[src/rtl/tic_pkg.sv]
// shared constants and types of the time interval counter
package tic_pkg;

	// --------------------------------------------------------------
	// bus shapes
	// --------------------------------------------------------------
	typedef logic [11:0] addr_t;
	typedef logic [31:0] data_t;
	typedef logic [9:0]  index_t;
	typedef logic [7:0]  byte_t;

	// register indices; byte address is four times the index
	localparam index_t IDX_CONTROL = 10'h0A1;
	localparam index_t IDX_TICK    = 10'h0A2;
	localparam index_t IDX_SECOND  = 10'h0A3;
	localparam index_t IDX_MINUTE  = 10'h0A4;
	localparam index_t IDX_HOUR    = 10'h0A5;
	localparam index_t IDX_COMPARE = 10'h0A6;
	localparam index_t IDX_STATUS  = 10'h0A7;
	localparam index_t IDX_MASK    = 10'h0A8;

	// --------------------------------------------------------------
	// field layouts and values
	// --------------------------------------------------------------
	typedef enum logic [1:0] {
		RATE_TICK   = 2'h0,
		RATE_SECOND = 2'h1,
		RATE_MINUTE = 2'h2,
		RATE_HOUR   = 2'h3
	} rate_sel_t;

	typedef struct packed {
		logic reserved;
		logic day_wrap_select;
		logic interval_rate_select_hi;
		logic interval_rate_select_lo;
		logic one_shot_interval;
		logic interval_match_flag;
		logic interval_run_enable;
		logic timebase_run_enable;
	} timebase_control_t;

	localparam timebase_control_t CONTROL_RST = 8'h00;
	localparam byte_t  REG_RST        = 8'h00;
	localparam byte_t  ZERO           = 8'h00;
	localparam byte_t  ONE            = 8'h01;
	localparam byte_t  TICK_MAX       = 8'h7F;
	localparam byte_t  SECOND_MAX     = 8'h3B;
	localparam byte_t  MINUTE_MAX     = 8'h3B;
	localparam byte_t  HOUR_DAY_MAX   = 8'h17;
	localparam byte_t  HOUR_FULL_MAX  = 8'hFF;
	localparam int     STAT_MATCH_BIT = 0;
	localparam int     TALLIES        = 4;

	// --------------------------------------------------------------
	// timing
	// --------------------------------------------------------------
	localparam int unsigned XTAL_HZ   = 32768;
	localparam int unsigned TICK_HZ   = 128;
	localparam int unsigned DIV_COUNT = XTAL_HZ / TICK_HZ;
	localparam logic [7:0]  DIV_ZERO  = 8'h00;
	localparam logic [7:0]  DIV_ONE   = 8'h01;
	localparam logic [7:0]  DIV_MAX   = 8'(DIV_COUNT - 1);

endpackage

[src/rtl/tic_tick_div.sv]
// crystal synchroniser and divider that makes the 1/128 s tick
`timescale 1ns/1ps
module tic_tick_div (
	// clock and reset
	input  wire logic pclk,
	input  wire logic presetn,
	// crystal and control
	input  wire logic xtal_in,
	input  wire logic run,
	// tick out
	output logic      tick
);
	import tic_pkg::*;

	logic       sync1_q;
	logic       sync2_q;
	logic       prev_q;
	logic       rise;
	logic [7:0] div_q;

	// --------------------------------------------------------------
	// crystal crossing
	// --------------------------------------------------------------
	// two flops, then a third stage for the edge; only sync2 reads sync1
	always_ff @(posedge pclk or negedge presetn) begin
		if (!presetn) begin
			sync1_q <= 1'b0;
			sync2_q <= 1'b0;
			prev_q  <= 1'b0;
		end else begin
			sync1_q <= xtal_in;
			sync2_q <= sync1_q;
			prev_q  <= sync2_q;
		end
	end

	assign rise = sync2_q & ~prev_q;

	// --------------------------------------------------------------
	// divide by 256
	// --------------------------------------------------------------
	// cleared while stopped so the first tick is a full period late
	always_ff @(posedge pclk or negedge presetn) begin
		if (!presetn) begin
			div_q <= DIV_ZERO;
		end else if (!run) begin
			div_q <= DIV_ZERO;
		end else if (rise) begin
			div_q <= div_q + DIV_ONE;
		end
	end

	// one pulse per wrap of the divider
	always_ff @(posedge pclk or negedge presetn) begin
		if (!presetn) begin
			tick <= 1'b0;
		end else begin
			tick <= run & rise & (div_q == DIV_MAX);
		end
	end
endmodule

[src/rtl/time_interval_counter.sv]
// time-of-day tally chain with interval alarm behind an apb slave
`timescale 1ns/1ps

module time_interval_counter (
	// clock and reset
	input  wire logic           pclk,
	input  wire logic           presetn,
	// apb slave
	input  wire logic           psel,
	input  wire logic           penable,
	input  wire logic           pwrite,
	input  wire tic_pkg::addr_t paddr,
	input  wire tic_pkg::data_t pwdata,
	output tic_pkg::data_t      prdata,
	output logic                pready,
	output logic                pslverr,
	// crystal pin
	input  wire logic           xtal_in,
	// interrupt
	output logic                irq
);
	import tic_pkg::*;

	timebase_control_t ctrl_q;
	byte_t             tally_q  [TALLIES];
	byte_t             shadow_q [TALLIES];
	byte_t             top      [TALLIES];
	logic              wrap     [TALLIES];
	logic              wr_time  [TALLIES];
	logic [TALLIES:0]  carry;
	byte_t             cmp_q;
	byte_t             ivl_q;
	byte_t             ivl_next;
	byte_t             mask_q;
	byte_t             status;
	logic              tick;
	logic              run;
	logic              ivl_ev;
	logic              ivl_hit;
	logic              acc_req;
	logic              wr;
	index_t            idx;
	logic              wr_ctrl;
	logic              wr_cmp;
	logic              wr_stat;
	logic              wr_mask;
	data_t             rd_d;
	logic              hit_d;
	rate_sel_t         rate;

	// --------------------------------------------------------------
	// tick source
	// --------------------------------------------------------------
	tic_tick_div u_div (
		.pclk    (pclk),
		.presetn (presetn),
		.xtal_in (xtal_in),
		.run     (ctrl_q.timebase_run_enable),
		.tick    (tick)
	);

	// --------------------------------------------------------------
	// apb decode
	// --------------------------------------------------------------
	// one wait state: pready rises in the second access cycle
	assign acc_req = psel & penable;
	assign wr      = acc_req & pready & pwrite;
	assign idx     = paddr[11:2];
	assign wr_ctrl = wr & (idx == IDX_CONTROL);
	assign wr_cmp  = wr & (idx == IDX_COMPARE);
	assign wr_stat = wr & (idx == IDX_STATUS);
	assign wr_mask = wr & (idx == IDX_MASK);

	always_ff @(posedge pclk or negedge presetn) begin
		if (!presetn) begin
			pready <= 1'b0;
		end else begin
			pready <= acc_req & ~pready;
		end
	end

	// read data and error are loaded together with pready
	always_ff @(posedge pclk or negedge presetn) begin
		if (!presetn) begin
			prdata  <= '0;
			pslverr <= 1'b0;
		end else begin
			prdata  <= (acc_req & ~pready & ~pwrite) ? rd_d : '0;
			pslverr <= acc_req & ~pready & ~hit_d;
		end
	end

	// read mux; unmapped words read zero and flag an error
	always_comb begin
		rd_d  = '0;
		hit_d = 1'b1;
		case (idx)
			IDX_CONTROL: rd_d[7:0] = ctrl_q;
			IDX_TICK:    rd_d[7:0] = tally_q[0];
			IDX_SECOND:  rd_d[7:0] = tally_q[1];
			IDX_MINUTE:  rd_d[7:0] = tally_q[2];
			IDX_HOUR:    rd_d[7:0] = tally_q[3];
			IDX_COMPARE: rd_d[7:0] = cmp_q;
			IDX_STATUS:  rd_d[7:0] = status;
			IDX_MASK:    rd_d[7:0] = mask_q;
			default:     hit_d     = 1'b0;
		endcase
	end

	// --------------------------------------------------------------
	// tally chain
	// --------------------------------------------------------------
	assign run      = ctrl_q.timebase_run_enable;
	assign carry[0] = tick & run;
	assign top[0]   = TICK_MAX;
	assign top[1]   = SECOND_MAX;
	assign top[2]   = MINUTE_MAX;
	// full mode simply lets the byte roll over at 255
	assign top[3]   = ctrl_q.day_wrap_select ? HOUR_DAY_MAX
	                                         : HOUR_FULL_MAX;

	genvar g;
	generate
		for (g = 0; g < TALLIES; g++) begin : g_tally
			assign wrap[g]     = tally_q[g] == top[g];
			assign carry[g+1]  = carry[g] & wrap[g];
			// writes only land while the clock is stopped
			assign wr_time[g]  = wr & ~run &
			                     (idx == IDX_TICK + 10'(g));

			// last value written, restored on every stop
			always_ff @(posedge pclk or negedge presetn) begin
				if (!presetn) begin
					shadow_q[g] <= REG_RST;
				end else if (wr_time[g]) begin
					shadow_q[g] <= pwdata[7:0];
				end
			end

			// a value written above top runs on to 255 first
			always_ff @(posedge pclk or negedge presetn) begin
				if (!presetn) begin
					tally_q[g] <= REG_RST;
				end else if (!run) begin
					tally_q[g] <= wr_time[g] ? pwdata[7:0]
					                         : shadow_q[g];
				end else if (carry[g]) begin
					tally_q[g] <= wrap[g] ? ZERO : tally_q[g] + ONE;
				end
			end
		end
	endgenerate

	// --------------------------------------------------------------
	// interval counter
	// --------------------------------------------------------------
	assign rate = rate_sel_t'({ctrl_q.interval_rate_select_hi,
	                           ctrl_q.interval_rate_select_lo});

	// pick which overflow clocks the interval counter
	always_comb begin
		unique case (rate)
			RATE_TICK:   ivl_ev = carry[0];
			RATE_SECOND: ivl_ev = carry[1];
			RATE_MINUTE: ivl_ev = carry[2];
			RATE_HOUR:   ivl_ev = carry[3];
		endcase
	end

	assign ivl_next = ivl_q + ONE;
	// compare on the next value so a compare of n means n steps
	assign ivl_hit  = ctrl_q.interval_run_enable & ivl_ev &
	                  (ivl_next == cmp_q);

	// held at zero when disabled; a timeout reloads zero
	always_ff @(posedge pclk or negedge presetn) begin
		if (!presetn) begin
			ivl_q <= REG_RST;
		end else if (!ctrl_q.interval_run_enable || ivl_hit) begin
			ivl_q <= ZERO;
		end else if (ivl_ev) begin
			ivl_q <= ivl_next;
		end
	end

	always_ff @(posedge pclk or negedge presetn) begin
		if (!presetn) begin
			cmp_q <= REG_RST;
		end else if (wr_cmp) begin
			cmp_q <= pwdata[7:0];
		end
	end

	// --------------------------------------------------------------
	// control register
	// --------------------------------------------------------------
	// a software write wins over the one-shot clear of the enable; the
	// flag is assigned last so the whole-word write never reaches it,
	// and its set beats a same-cycle write-one clear
	always_ff @(posedge pclk or negedge presetn) begin
		if (!presetn) begin
			ctrl_q <= CONTROL_RST;
		end else begin
			if (wr_ctrl) begin
				ctrl_q <= timebase_control_t'({1'b0, pwdata[6:0]});
			end else if (ivl_hit && ctrl_q.one_shot_interval) begin
				ctrl_q.interval_run_enable <= 1'b0;
			end
			ctrl_q.interval_match_flag <= ivl_hit |
				(ctrl_q.interval_match_flag &
				 ~(wr_stat & pwdata[STAT_MATCH_BIT]));
		end
	end

	// --------------------------------------------------------------
	// status, mask and interrupt
	// --------------------------------------------------------------

	always_comb begin
		status                 = ZERO;
		status[STAT_MATCH_BIT] = ctrl_q.interval_match_flag;
	end

	always_ff @(posedge pclk or negedge presetn) begin
		if (!presetn) begin
			mask_q <= REG_RST;
		end else if (wr_mask) begin
			mask_q <= pwdata[7:0];
		end
	end

	// level output, one flop after the flag
	always_ff @(posedge pclk or negedge presetn) begin
		if (!presetn) begin
			irq <= 1'b0;
		end else begin
			irq <= |(status & mask_q);
		end
	end
endmodule

[config.mk]
export PLATFORM = sky130hd
export DESIGN_NAME = time_interval_counter
export DESIGN_NICKNAME = d
export VERILOG_FILES = /design/src/rtl/tic_pkg.sv /design/src/rtl/tic_tick_div.sv /design/src/rtl/time_interval_counter.sv
export SDC_FILE = /design/constraint.sdc
export NUM_CORES = 1
export LEC_CHECK = 0
export BUFFER_PORTS_ARGS = -buffer_cell sky130_fd_sc_hd__buf_2
export CAP_MARGIN = 5
export CORE_ASPECT_RATIO = 0.6
export CORE_MARGIN = 1.5
export CORE_UTILIZATION = 40
export DETAILED_ROUTE_END_ITERATION = 8
export HOLD_SLACK_MARGIN = 0.02
export PLACE_DENSITY = 0.67
export SLEW_MARGIN = 20
export SYNTH_ARGS = -nofsm -noshare
export SYNTH_HDL_FRONTEND = slang
export SYNTH_SLANG_ARGS = --single-unit
[constraint.sdc]
create_clock -name pclk -period 2.1 [get_ports pclk]
set_input_delay 0.21 -clock pclk [delete_from_list [all_inputs] [get_ports pclk]]
set_output_delay 0.21 -clock pclk [all_outputs]
set_load 0.02 [all_outputs]
Word-level counts from Yosys, hierarchy flattened
Cells that the tools add are included.
{"block": "op_classes", "add_sub_neg": 6, "n_eq_ne": 22, "n_mux": 27, "n_bitwise": 34, "n_reduce_logical": 8}
{"op": "$mux 8", "count": 22}
{"op": "$eq 10x8->1 const B", "count": 8}
{"op": "$pmux 8 s8", "count": 1}
{"op": "$add 8x1->8 const B", "count": 6}
{"op": "$and 1x1->1", "count": 26}
{"op": "$eq 8x6->1 const B", "count": 2}
{"op": "$eq 8x8->1", "count": 2}
{"op": "$reduce_or 8->1", "count": 2}
{"op": "$ne 2x1->1 const B", "count": 5}
{"op": "$and 1x8->8", "count": 1}
{"op": "$eq 8x7->1 const B", "count": 1}
{"op": "$eq 8x8->1 const B", "count": 1}
{"op": "$not 1->1", "count": 6}
{"op": "$eq 2x2->1 const B", "count": 2}
{"op": "$pmux 1 s4", "count": 1}
{"op": "$reduce_bool 2->1", "count": 2}
{"op": "$mux 1", "count": 3}
{"op": "$eq 2x1->1 const B", "count": 1}
{"op": "$logic_not 2->1", "count": 1}
{"op": "$logic_and 1x1->1", "count": 1}
{"op": "$logic_not 1->1", "count": 1}
{"op": "$logic_or 1x1->1", "count": 1}
{"op": "$or 1x1->1", "count": 1}
{"block": "word_totals", "regBits": 118, "input_bits": 50, "elab_cells": 124}

Logic depth before layout (Yosys ltp)
Gate-level depths: netlist (run 1).
{"block": "logic_depth", "word_depth": 10, "ltp_mapped": 8, "mapped_depth_nobuf": 7}

By module
From an unflattened synthesis (run 1), not the netlist that was laid out.
{"block": "hier_totals", "hier_cells": 559, "area_unflattened_um2": 6065.8}
{"mod": "time_interval_counter", "n_inst": 1, "cells_each": 513, "area_per_inst_um2": 5541.6, "seq_area_each_um2": 2652.5}
{"mod": "tic_tick_div", "n_inst": 1, "cells_each": 46, "area_per_inst_um2": 524.3, "seq_area_each_um2": 300.3}

Worst setup path after synthesis (run 1)
Ideal clock, no wire load.
{"block": "synth_timing", "path_type": "reg-to-reg", "from": "register tally_q[24] (netlist name)", "to": "register tally_q[2] (netlist name)", "setup_time_ps": 66, "t_arrival_ps": 2020, "path_slack_ps": 14, "path_stages_with_launch": 8, "n_path_buf": 0, "cell_sequence": "dfrtp_1 -> ha_1 -> nand4_2 -> or3_4 -> o31a_1 -> or3b_1 -> a21oi_1 -> a221o_1"}
{"block": "synth_via", "elab_chain_len": 5}
{"element": "from (decl)", "line_no": "time_interval_counter.sv:25", "source": "byte_t tally_q [TALLIES];"}
{"element": "from (signal, indexed assignment)", "line_no": "time_interval_counter.sv:145", "source": "tally_q[g] <= wr_time[g] ? pwdata[7:0]"}
{"element": "from (signal, indexed assignment)", "line_no": "time_interval_counter.sv:148", "source": "tally_q[g] <= wrap[g] ? ZERO : tally_q[g] + ONE;"}
{"element": "$eq 8x7->1", "line_no": "time_interval_counter.sv:125", "source": "assign wrap[g] = tally_q[g] == top[g];"}
{"element": "$and 1x1->1 (3 in a row)", "line_no": "time_interval_counter.sv:126", "source": "assign carry[g+1] = carry[g] & wrap[g];"}
{"element": "$ne 2x1->1 (no source line)"}
No other way between the ends.
A chain may end at the register's enable or synchronous reset.

Worst setup path in the final report (run 1)
{"block": "layout_timing", "from": "register tally_q[15] (netlist name)", "to": "register tally_q[2] (netlist name)"}
{"block": "layout_via", "elab_chain_len": 3}
{"element": "$eq 8x6->1", "line_no": "time_interval_counter.sv:125"}
{"element": "$and 1x1->1", "line_no": "time_interval_counter.sv:126"}
{"element": "$ne 2x1->1 (no source line)"}
No other way between the ends.

==> results.json, run 1 <==
{
  "arrival_ns": 2.48,
  "hold_path_class": "in2reg",
  "power.internal_uw": 4330,
  "diodes": 0,
  "synth_top_area_cell": "dfrtp_1",
  "place_hpwl_microns": 12300,
  "path_max_fanout": 2,
  "yosys-top-cells-area": "dfrtp_1 48%, mux2_2 11%, xnor2_1 3.0%",
  "dieArea_sq_um": 16000,
  "clock_sinks": 118,
  "met1_usage": 0.335,
  "multiInputGateArea_sq_um": 3070,
  "grtUsageTotal": 0.220,
  "final_common_cell": "dfrtp_1",
  "overflow": 0,
  "cts_buffer_depth": 2,
  "antenna_left": 0,
  "status": "complete, but fails checks",
  "viasPerCell": 5.64,
  "clk_latency_ns": 0.42,
  "worstSetupStartpointType": "register",
  "powerDensity_nw_per_um2": 721,
  "gr-usage-met3": 0.0602,
  "top_usage_layer": "met1",
  "synth_edf_count": 0,
  "pwr-share-comb": 0.034,
  "p_seq_frac": 0.413,
  "irDropWorstVdd_v": 0.000463,
  "cts_inserted_buffers": 17,
  "grt_max_degree": 56,
  "antenna_found_initial": 0,
  "grt_util_met2": 0.293,
  "synthArstFlopShare": 1.00,
  "synth_top_area_share": 0.484,
  "rsz0062_at_grt": "yes",
  "first_pass_iters": 5,
  "gp_congestion": 0.904,
  "routed_wl_microns": 16900,
  "io_pins": 85,
  "hold_violations": 0,
  "cap_violations": 0,
  "wl_per_cell_microns": 19.1,
  "drive_gt1_frac": 0.344,
  "switchingPower_uw": 1210,
  "cts_root_buffer": "clkbuf_16",
  "cts_tree": "yes",
  "ys_seq_elements": 118,
  "setup_viol": 1,
  "grt_first_pass_wirelength_microns": 26100,
  "drc_errors": 0,
  "min_period_ns": 2.13,
  "p_sw_frac": 0.218,
  "portBuffers": 34,
  "rows": 34,
  "cellLeakagePower_uw": 0.00357,
  "fin_util": 0.524,
  "crit_type": "reg2reg",
  "clock.fmax_mhz": 471,
  "initialDrtViolationCount": 488,
  "final_cell_mix": "115 x dfrtp_1, 71 x buf_4, 56 x mux2_2, 44 x nand2_1, 34 x nor2_1",
  "vias": 4987,
  "die_h_microns": 98.7,
  "clk_pin_slew_worst_paths_ns": 0.06,
  "start_util": 0.416,
  "yosysUniqueCellTypes": 73,
  "pwr-share-clk": 0.553,
  "fillers": 1297,
  "regArea_sq_um": 2960,
  "worstPathRequired_ns": 2.45,
  "grt_pass1_vias": 4846,
  "core_area_sq_um": 14700,
  "maxSlewViolCount": 0,
  "die_x_microns": 162,
  "netlist_area_sq_um": 6100,
  "yosys_most_used_dff": "dfrtp_1",
  "synth_area_per_cell_sq_um": 10.8,
  "fin_crit_sh": 1.01,
  "fin_tns_setup_ns": -0.0253,
  "yosysSeqAreaShare": 0.484,
  "area_growth_pct": 25.9,
  "setup_ws_ns": -0.0253,
  "syn-instance-count": 563,
  "fin_nets": 730,
  "yosysWarnings": 0,
  "finClkSkew_ns": 0.00942,
  "h-tree-depth": 4,
  "end_kind": "register",
  "violations": "setup timing"
}
sequential cells by signal (all words and copies together) (netlist names):
signal / count
cmp_q: 8
ctrl_q: 6
irq: 1
ivl_q: 8
mask_q: 8
prdata: 8
pready: 1
pslverr: 1
run: 1
shadow_q: 32
tally_q: 32
u_div.div_q: 8
u_div.prev_q: 1
u_div.sync1_q: 1
u_div.sync2_q: 1
u_div.tick: 1
metrics by stage:
stage	instance area, sq um	instances	setup slack (ns)	power (uW)	hold WS (ns)
floorplan	6190	586	0.0136	2430	-0.0856
global placement	6870	843	-0.0338	2510	0.137
detailed placement	6870	843	-0.0751	2510	0.134
CTS	7540	878	0.000272	5590	0.133
global route	7680	885	-0.109	5720	0.157
finish	7680	885	-0.0253	5540	0.135
metal layers:
| layer | part of all wire | vias to the layer above |
|---|---|---|
| li1 | - | 2265 |
| met1 | 0.48 | 2471 |
| met2 | 0.40 | 223 |
| met3 | 0.11 | 28 |
| met4 | 0.016 | 0 |
| met5 | 0 | - |
synth_stat cells (all sizes together) (4+ instances only):
| cell type | n |
|---|---|
| mux2i | 6 |
| ha | 6 |
| and3 | 14 |
| a21boi | 5 |
| nor3 | 7 |
| nand2 | 48 |
| xnor2 | 21 |
| mux2 | 58 |
| or3 | 5 |
| nand4b | 4 |
| a22o | 8 |
| nor2 | 39 |
| inv | 6 |
| a221o | 12 |
| o21ai | 18 |
| nand3b | 6 |
| nand3 | 24 |
| clkbuf | 9 |
| a31oi | 8 |
| xor2 | 7 |
| o21a | 5 |
| a22oi | 12 |
| buf | 31 |
| and2 | 4 |
| dfrtp | 118 |
| nand4 | 7 |
| a21oi | 23 |
| nand2b | 4 |
| nor4 | 4 |
final cells by class:
class,instances,share of cell area
Clock buffer,19,0.0576
Tap cell,198,0.0322
Timing Repair Buffer,109,0.0990
Inverter,6,0.00293
Sequential cell,118,0.385
Clock inverter,13,0.0234
Multi-Input combinational cell,422,0.400
worst max-delay path, cell delays in order (launching register included):
cell	delay [ns]
dfrtp_1	0.37
nand3b_1	0.26
or4_4	0.47
o31a_1	0.35
or3b_1	0.38
a21oi_2	0.12
a221o_1	0.11
power groups by stage:
stage	clock, uW	combinational [uW]	sequential, uW
after CTS	3110	192	2290
after global routing	3230	209	2290
final	3060	190	2290
after global placement	0	185	2330
after floorplan	0	99.8	2330
after detailed placement	0	188	2330
cells by family (layout without fill, tap and decap cells):
family	after synthesis	count (layout)	synth area share
multiplexers	64	64	0.117
flip-flops	118	118	0.484
AND/OR/NAND/NOR	185	185	0.169
buffers and inverters	46	147	0.0441
adder cells (fa/ha/maj)	6	6	0.0123
other	1	24	0.000614
XOR/XNOR	28	28	0.0402
AO/OA/AOI/OAI	115	115	0.133
timing repair:
item	4_1_cts	5_1_grt
pin swaps	4	13
hold endpoints to repair	21	0
hold buffers	2	0
endpoints found under the setup margin	11	18
gates resized for setup	5	30
setup buffers	1	7
worst paths after layout:
path,slack [ns],start,cells after the start,to
min in group asynchronous,0.24,presetn,2,tally_q[4]
max in group asynchronous,1.25,presetn,3,ivl_q[2]
setup reg to reg,-0.03,tally_q[15],6,tally_q[2]
hold reg to reg,0.35,u_div.sync1_q,0,u_div.sync2_q
hold / removal,0.13,penable,4,pready
setup / recovery,-0.03,tally_q[15],6,tally_q[2]
Note: power is estimated with default switching activity, not from simulation.
==> inputs of run 2 (changes only) <==
- CELL_PAD_IN_SITES_DETAIL_PLACEMENT: not set -> 1
- CELL_PAD_IN_SITES_GLOBAL_PLACEMENT: not set -> 1
- PLACE_DENSITY: 0.67 -> 0.81
==> results.json, run 2 (synthesis results as in run 1) <==
{
  "status": "complete, but fails checks",
  "violations": "setup timing",
  "final_cell_mix": "114 x dfrtp_1, 82 x buf_4, 56 x mux2_2, 42 x nand2_1",
  "die_h_microns": 98.7,
  "post-place-cells": 849,
  "io_pins": 85,
  "viasPerCell": 5.93,
  "crit_slowest_cell": "dfrtp_1",
  "first_pass_iters": 5,
  "cts_tree": "yes",
  "clock_sinks": 118,
  "portBuffers": 34,
  "grt_pass1_vias": 5478,
  "cpLargestDelayFamily": "simple AND/OR/NAND/NOR gates",
  "fin_nets": 744,
  "dieArea_sq_um": 16000,
  "clk_pin_slew_worst_paths_ns": 0.06,
  "crit_chain": "nand4b_1 > or2_4 > a211o_4 > nand2_2 > buf_4 > buf_4 > xnor2_1 > nor2_1",
  "final_common_cell": "dfrtp_1",
  "hold_path_class": "in2reg",
  "area_growth_pct": 30.1,
  "r2r_cells": 8,
  "gp_congestion": 0.902,
  "worst-path-buf-inv": 2,
  "holdPathStages": 3,
  "crit_type": "reg2reg",
  "die_x_microns": 162,
  "rows": 34,
  "arrival_ns": 2.43,
  "setup_ws_ns": -0.0216,
  "antenna_found_initial": 0,
  "worstHoldEndpoint": "pslverr",
  "critPathMaxStageDelay_ns": 0.46,
  "wl_per_cell_microns": 23.8,
  "grt_max_degree": 47,
  "cts_buffer_depth": 2,
  "powerDensity_nw_per_um2": 710,
  "grtUsageTotal": 0.269,
  "worstPathRequired_ns": 2.41,
  "cellLeakagePower_uw": 0.00366,
  "maxSlewViolCount": 0,
  "end_kind": "register",
  "cap_violations": 0,
  "fin_crit_sh": 1.01,
  "start_util": 0.416,
  "worstSetupStartpointType": "register",
  "finClkSkew_ns": 0.00581,
  "fillers": 1583,
  "rsz0062_at_grt": "yes",
  "routed_wl_microns": 21400,
  "vias": 5337,
  "core_area_sq_um": 14700,
  "drc_errors": 0,
  "irDropWorstVdd_v": 0.000487,
  "reg_top3": "shadow_q: 32 flops, tally_q: 32 flops",
  "path_max_fanout": 7,
  "regArea_sq_um": 2960,
  "final-instance-count-excl-fill": 900,
  "regToRegSetupSlack_ns": -0.02,
  "hold_violations": 0,
  "cp_common_cell": "buf_4",
  "overflow": 0,
  "grt_first_pass_wirelength_microns": 31800,
  "drive_gt1_frac": 0.384,
  "min_period_ns": 2.12,
  "h-tree-depth": 4,
  "cts_root_buffer": "clkbuf_16",
  "slew_headroom": 0.646,
  "antenna_left": 0,
  "multiInputGateArea_sq_um": 3210,
  "clk_latency_ns": 0.42,
  "clock.fmax_mhz": 471,
  "cts_inserted_buffers": 17,
  "place_hpwl_microns": 14300,
  "p_total_uw": 5640,
  "r2r-start": "tally_q[28]",
  "worst_r2r_endpoint": "ivl_q[0]",
  "worstMarginPinSlew_ns": 0.530,
  "hp-start": "paddr[10]",
  "setup_viol": 2,
  "initialDrtViolationCount": 407
}
-- run 2: cell count changes in the layout (fill, tap and decap cells not counted), sizes merged --
cell	before	now
buf	107	121
clkbuf	19	20
clkinv	6	4
clkinvlp	3	4
diode	0	1
-- run 2: worst max path at each step --
stage	from	to	slack, ns	depth (start not counted)
floorplan	tally_q[24]	tally_q[2]	0.01	7
finish	tally_q[28]	ivl_q[0]	-0.02	8
global route	ivl_q[1]	ctrl_q[1]	-0.1	9
detailed placement	ivl_q[1]	ctrl_q[1]	-0.10	8
global placement	tally_q[17]	tally_q[2]	-0.006	7
CTS	tally_q[9]	ivl_q[6]	-0.02	9
-- run 2: metrics by stage --
stage          setup slack, ns  instance area [sq um]   util  TNS [ns]  hold WS, ns
5_1_grt                -0.0970                   7940  0.541    -0.583        0.159
3_3_place_gp          -0.00603                   6910  0.471  -0.00603        0.145
3_5_place_dp            -0.104                   6910  0.471    -0.577        0.149
4_1_cts                -0.0172                   7630  0.520   -0.0334        0.127
2_1_floorplan           0.0136                   6190      -         0      -0.0856
6_report               -0.0216                   7940  0.541   -0.0416        0.127
-- run 2: where the power goes --
group	internal, uW	switching [uW]	total, uW
combinational	44.4	156	200
clock	2010	1140	3150
sequential	2280	3.96	2290
total	4340	1300	5640
-- run 2: cell type report --
cell class / instances / area share
clock buffer: 20 / 0.0562
antenna: 1 / 0.000315
timing repair buffer: 123 / 0.110
clock inverter: 12 / 0.0224
multi-input combinational: 422 / 0.404
tap: 198 / 0.0312
sequential: 118 / 0.372
inverter: 6 / 0.00284
-- run 2: worst min-delay path: stages --
cell,delay [ns]
buf_2,0.10
nor2_1,0.06
a31oi_1,0.13
-- run 2: routing by layer --
layer / share of wire / GRT usage
met4: 0.022 / 0.0995
met1: 0.45 / 0.384
met2: 0.46 / 0.407
met3: 0.072 / 0.0543
met5: 0 / 0
-- run 2: what timing repair did --
| action | in CTS | in global routing |
|---|---|---|
| buffers inserted | 2 | 14 |
| hold endpoints to repair | 24 | 0 |
| endpoints found under the setup margin | 18 | 22 |
| pin swaps | 4 | 19 |
| hold buffers | 2 | 0 |
| resized for setup | 16 | 48 |
==> inputs of run 3 (changes only) <==
- PLACE_DENSITY: 0.81 -> not set
- PLACE_DENSITY_LB_ADDON: not set -> 0.25
==> results.json, run 3 (synthesis results as in run 1) <==
{
  "status": "complete, but fails checks",
  "violations": "setup timing",
  "grt_first_pass_wirelength_microns": 30500,
  "hold_violations": 0,
  "regArea_sq_um": 2960,
  "finClkSkew_ns": 0.00962,
  "portBuffers": 34,
  "crit_type": "reg2reg",
  "area_growth_pct": 28.1,
  "rsz0062_at_grt": "yes",
  "cts_tree": "yes",
  "fillers": 1597,
  "die_h_microns": 98.7,
  "arrival_ns": 2.45,
  "p_total_uw": 5210,
  "path_max_fanout": 2,
  "viasPerCell": 5.74,
  "crit_slowest_cell": "or4_4",
  "wl_per_cell_microns": 22.6,
  "core_area_sq_um": 14700,
  "setup_viol": 1,
  "vias": 5159,
  "diodes": 0,
  "worstHoldEndpoint": "pslverr",
  "maxSlewViolCount": 0,
  "overflow": 0,
  "r2r_cells": 6,
  "dieArea_sq_um": 16000,
  "routed_wl_microns": 20400,
  "antenna_found_initial": 0,
  "h-tree-depth": 4,
  "final_common_cell": "dfrtp_1",
  "grt_pass1_vias": 5170,
  "hold_path_class": "in2reg",
  "fin_hold_ws_ns": 0.110,
  "clock.fmax_mhz": 475,
  "cts_buffer_depth": 2,
  "place_hpwl_microns": 14700,
  "slew_headroom": 0.659,
  "clk_latency_ns": 0.42,
  "setup_ws_ns": -0.00346,
  "die_x_microns": 162,
  "clk_pin_slew_worst_paths_ns": 0.06,
  "worstPathRequired_ns": 2.45,
  "fin_util": 0.533,
  "start_util": 0.416,
  "cts_root_buffer": "clkbuf_16",
  "powerDensity_nw_per_um2": 666,
  "clock_sinks": 118,
  "cap_violations": 0,
  "grt_max_degree": 42,
  "gp_congestion": 0.915,
  "drive_gt1_frac": 0.361,
  "fin_nets": 744,
  "irDropWorstVdd_v": 0.000474,
  "hp-start": "paddr[11]",
  "antenna_left": 0,
  "crit_chain": "nand3b_1 > or4_4 > o31a_1 > or3b_4 > a21oi_2 > a221o_1",
  "worst_r2r_endpoint": "tally_q[2]",
  "regToRegSetupSlack_ns": -0.003,
  "cpLargestDelayFamily": "simple AND/OR/NAND/NOR gates",
  "grtUsageTotal": 0.258,
  "drc_errors": 0,
  "holdPathStages": 3,
  "worst-path-buf-inv": 0,
  "multiInputGateArea_sq_um": 3150,
  "end_kind": "register",
  "rows": 34,
  "cellLeakagePower_uw": 0.00365,
  "final_cell_mix": "116 x dfrtp_1, 81 x buf_4, 56 x mux2_2, 44 x nand2_1, 34 x nor2_1",
  "reg_top3": "shadow_q: 32 flops, tally_q: 32 flops",
  "initialDrtViolationCount": 301,
  "cts_inserted_buffers": 17,
  "worstMarginPinSlew_ns": 0.510,
  "min_period_ns": 2.10,
  "worstSetupStartpointType": "register",
  "r2r-start": "tally_q[15]",
  "fin_crit_sh": 1.00,
  "io_pins": 85,
  "critPathMaxStageDelay_ns": 0.52,
  "first_pass_iters": 6
}
## run 3: cell types whose count changed in the layout (fill, tap and decap cells not counted), sizes merged
cell | previous run | this run
bufinv | 4 | 1
clkbuf | 20 | 23
clkinv | 4 | 5
clkinvlp | 4 | 3
diode | 1 | 0
## run 3: timing repair
| item | CTS | global route |
|---|---|---|
| hold buffers | 2 | 0 |
| pin swaps | 3 | 22 |
| setup buffers | 2 | 13 |
| resized for setup | 11 | 32 |
| endpoints found under the setup margin | 15 | 23 |
| endpoints found under the hold margin | 31 | 0 |
## run 3: report_power, final
group / internal [uW] / switching [uW]
Sequential: 2280 / 4.27
Clock: 1680 / 1040
Combinational: 46.8 / 153
## run 3: final cells by class
class,instances,share of cell area
inverters,6,0.00288
well taps,198,0.0317
repair buffers,123,0.115
clock buffers,23,0.0599
multi-input cells,422,0.403
flip-flops and latches,118,0.378
clock inverters,9,0.00992
## run 3: per-layer routing
metal,part of all wire,global-route usage,up-vias
li1,-,-,2281
met2,0.44,0.375,183
met3,0.085,0.0661,19
met5,0,0,-
met1,0.47,0.381,2676
met4,0.010,0.0642,0
## run 3: how the worst max path moves through the flow
stage                            from    endpoint  slack (ns)  cells past startpoint
after floorplan           tally_q[24]  tally_q[2]        0.01                      7
after global placement       ivl_q[0]   ctrl_q[1]       -0.05                      8
after detailed placement     ivl_q[0]   ctrl_q[1]       -0.12                      8
after CTS                    ivl_q[0]   ctrl_q[1]       -0.01                      8
after global routing      tally_q[25]    ivl_q[7]       -0.07                     11
final                     tally_q[15]  tally_q[2]      -0.003                      6
## run 3: worst register-to-register path: cells and delay by family, from the launching register on
kind | cells | cell delay [ns]
flip-flops | 1 | 0.37
AND/OR/NAND/NOR | 3 | 1.13
AO/OA/AOI/OAI | 3 | 0.55
## run 3: metrics by stage
step	worst slack [ns]	std cells	area (sq um)	TNS (ns)
floorplan	0.0136	586	6190	0
global placement	-0.0528	851	6940	-0.0592
detailed placement	-0.123	851	6940	-0.598
CTS	-0.0131	887	7570	-0.0131
global route	-0.0709	899	7820	-0.430
finish	-0.00346	899	7820	-0.00346
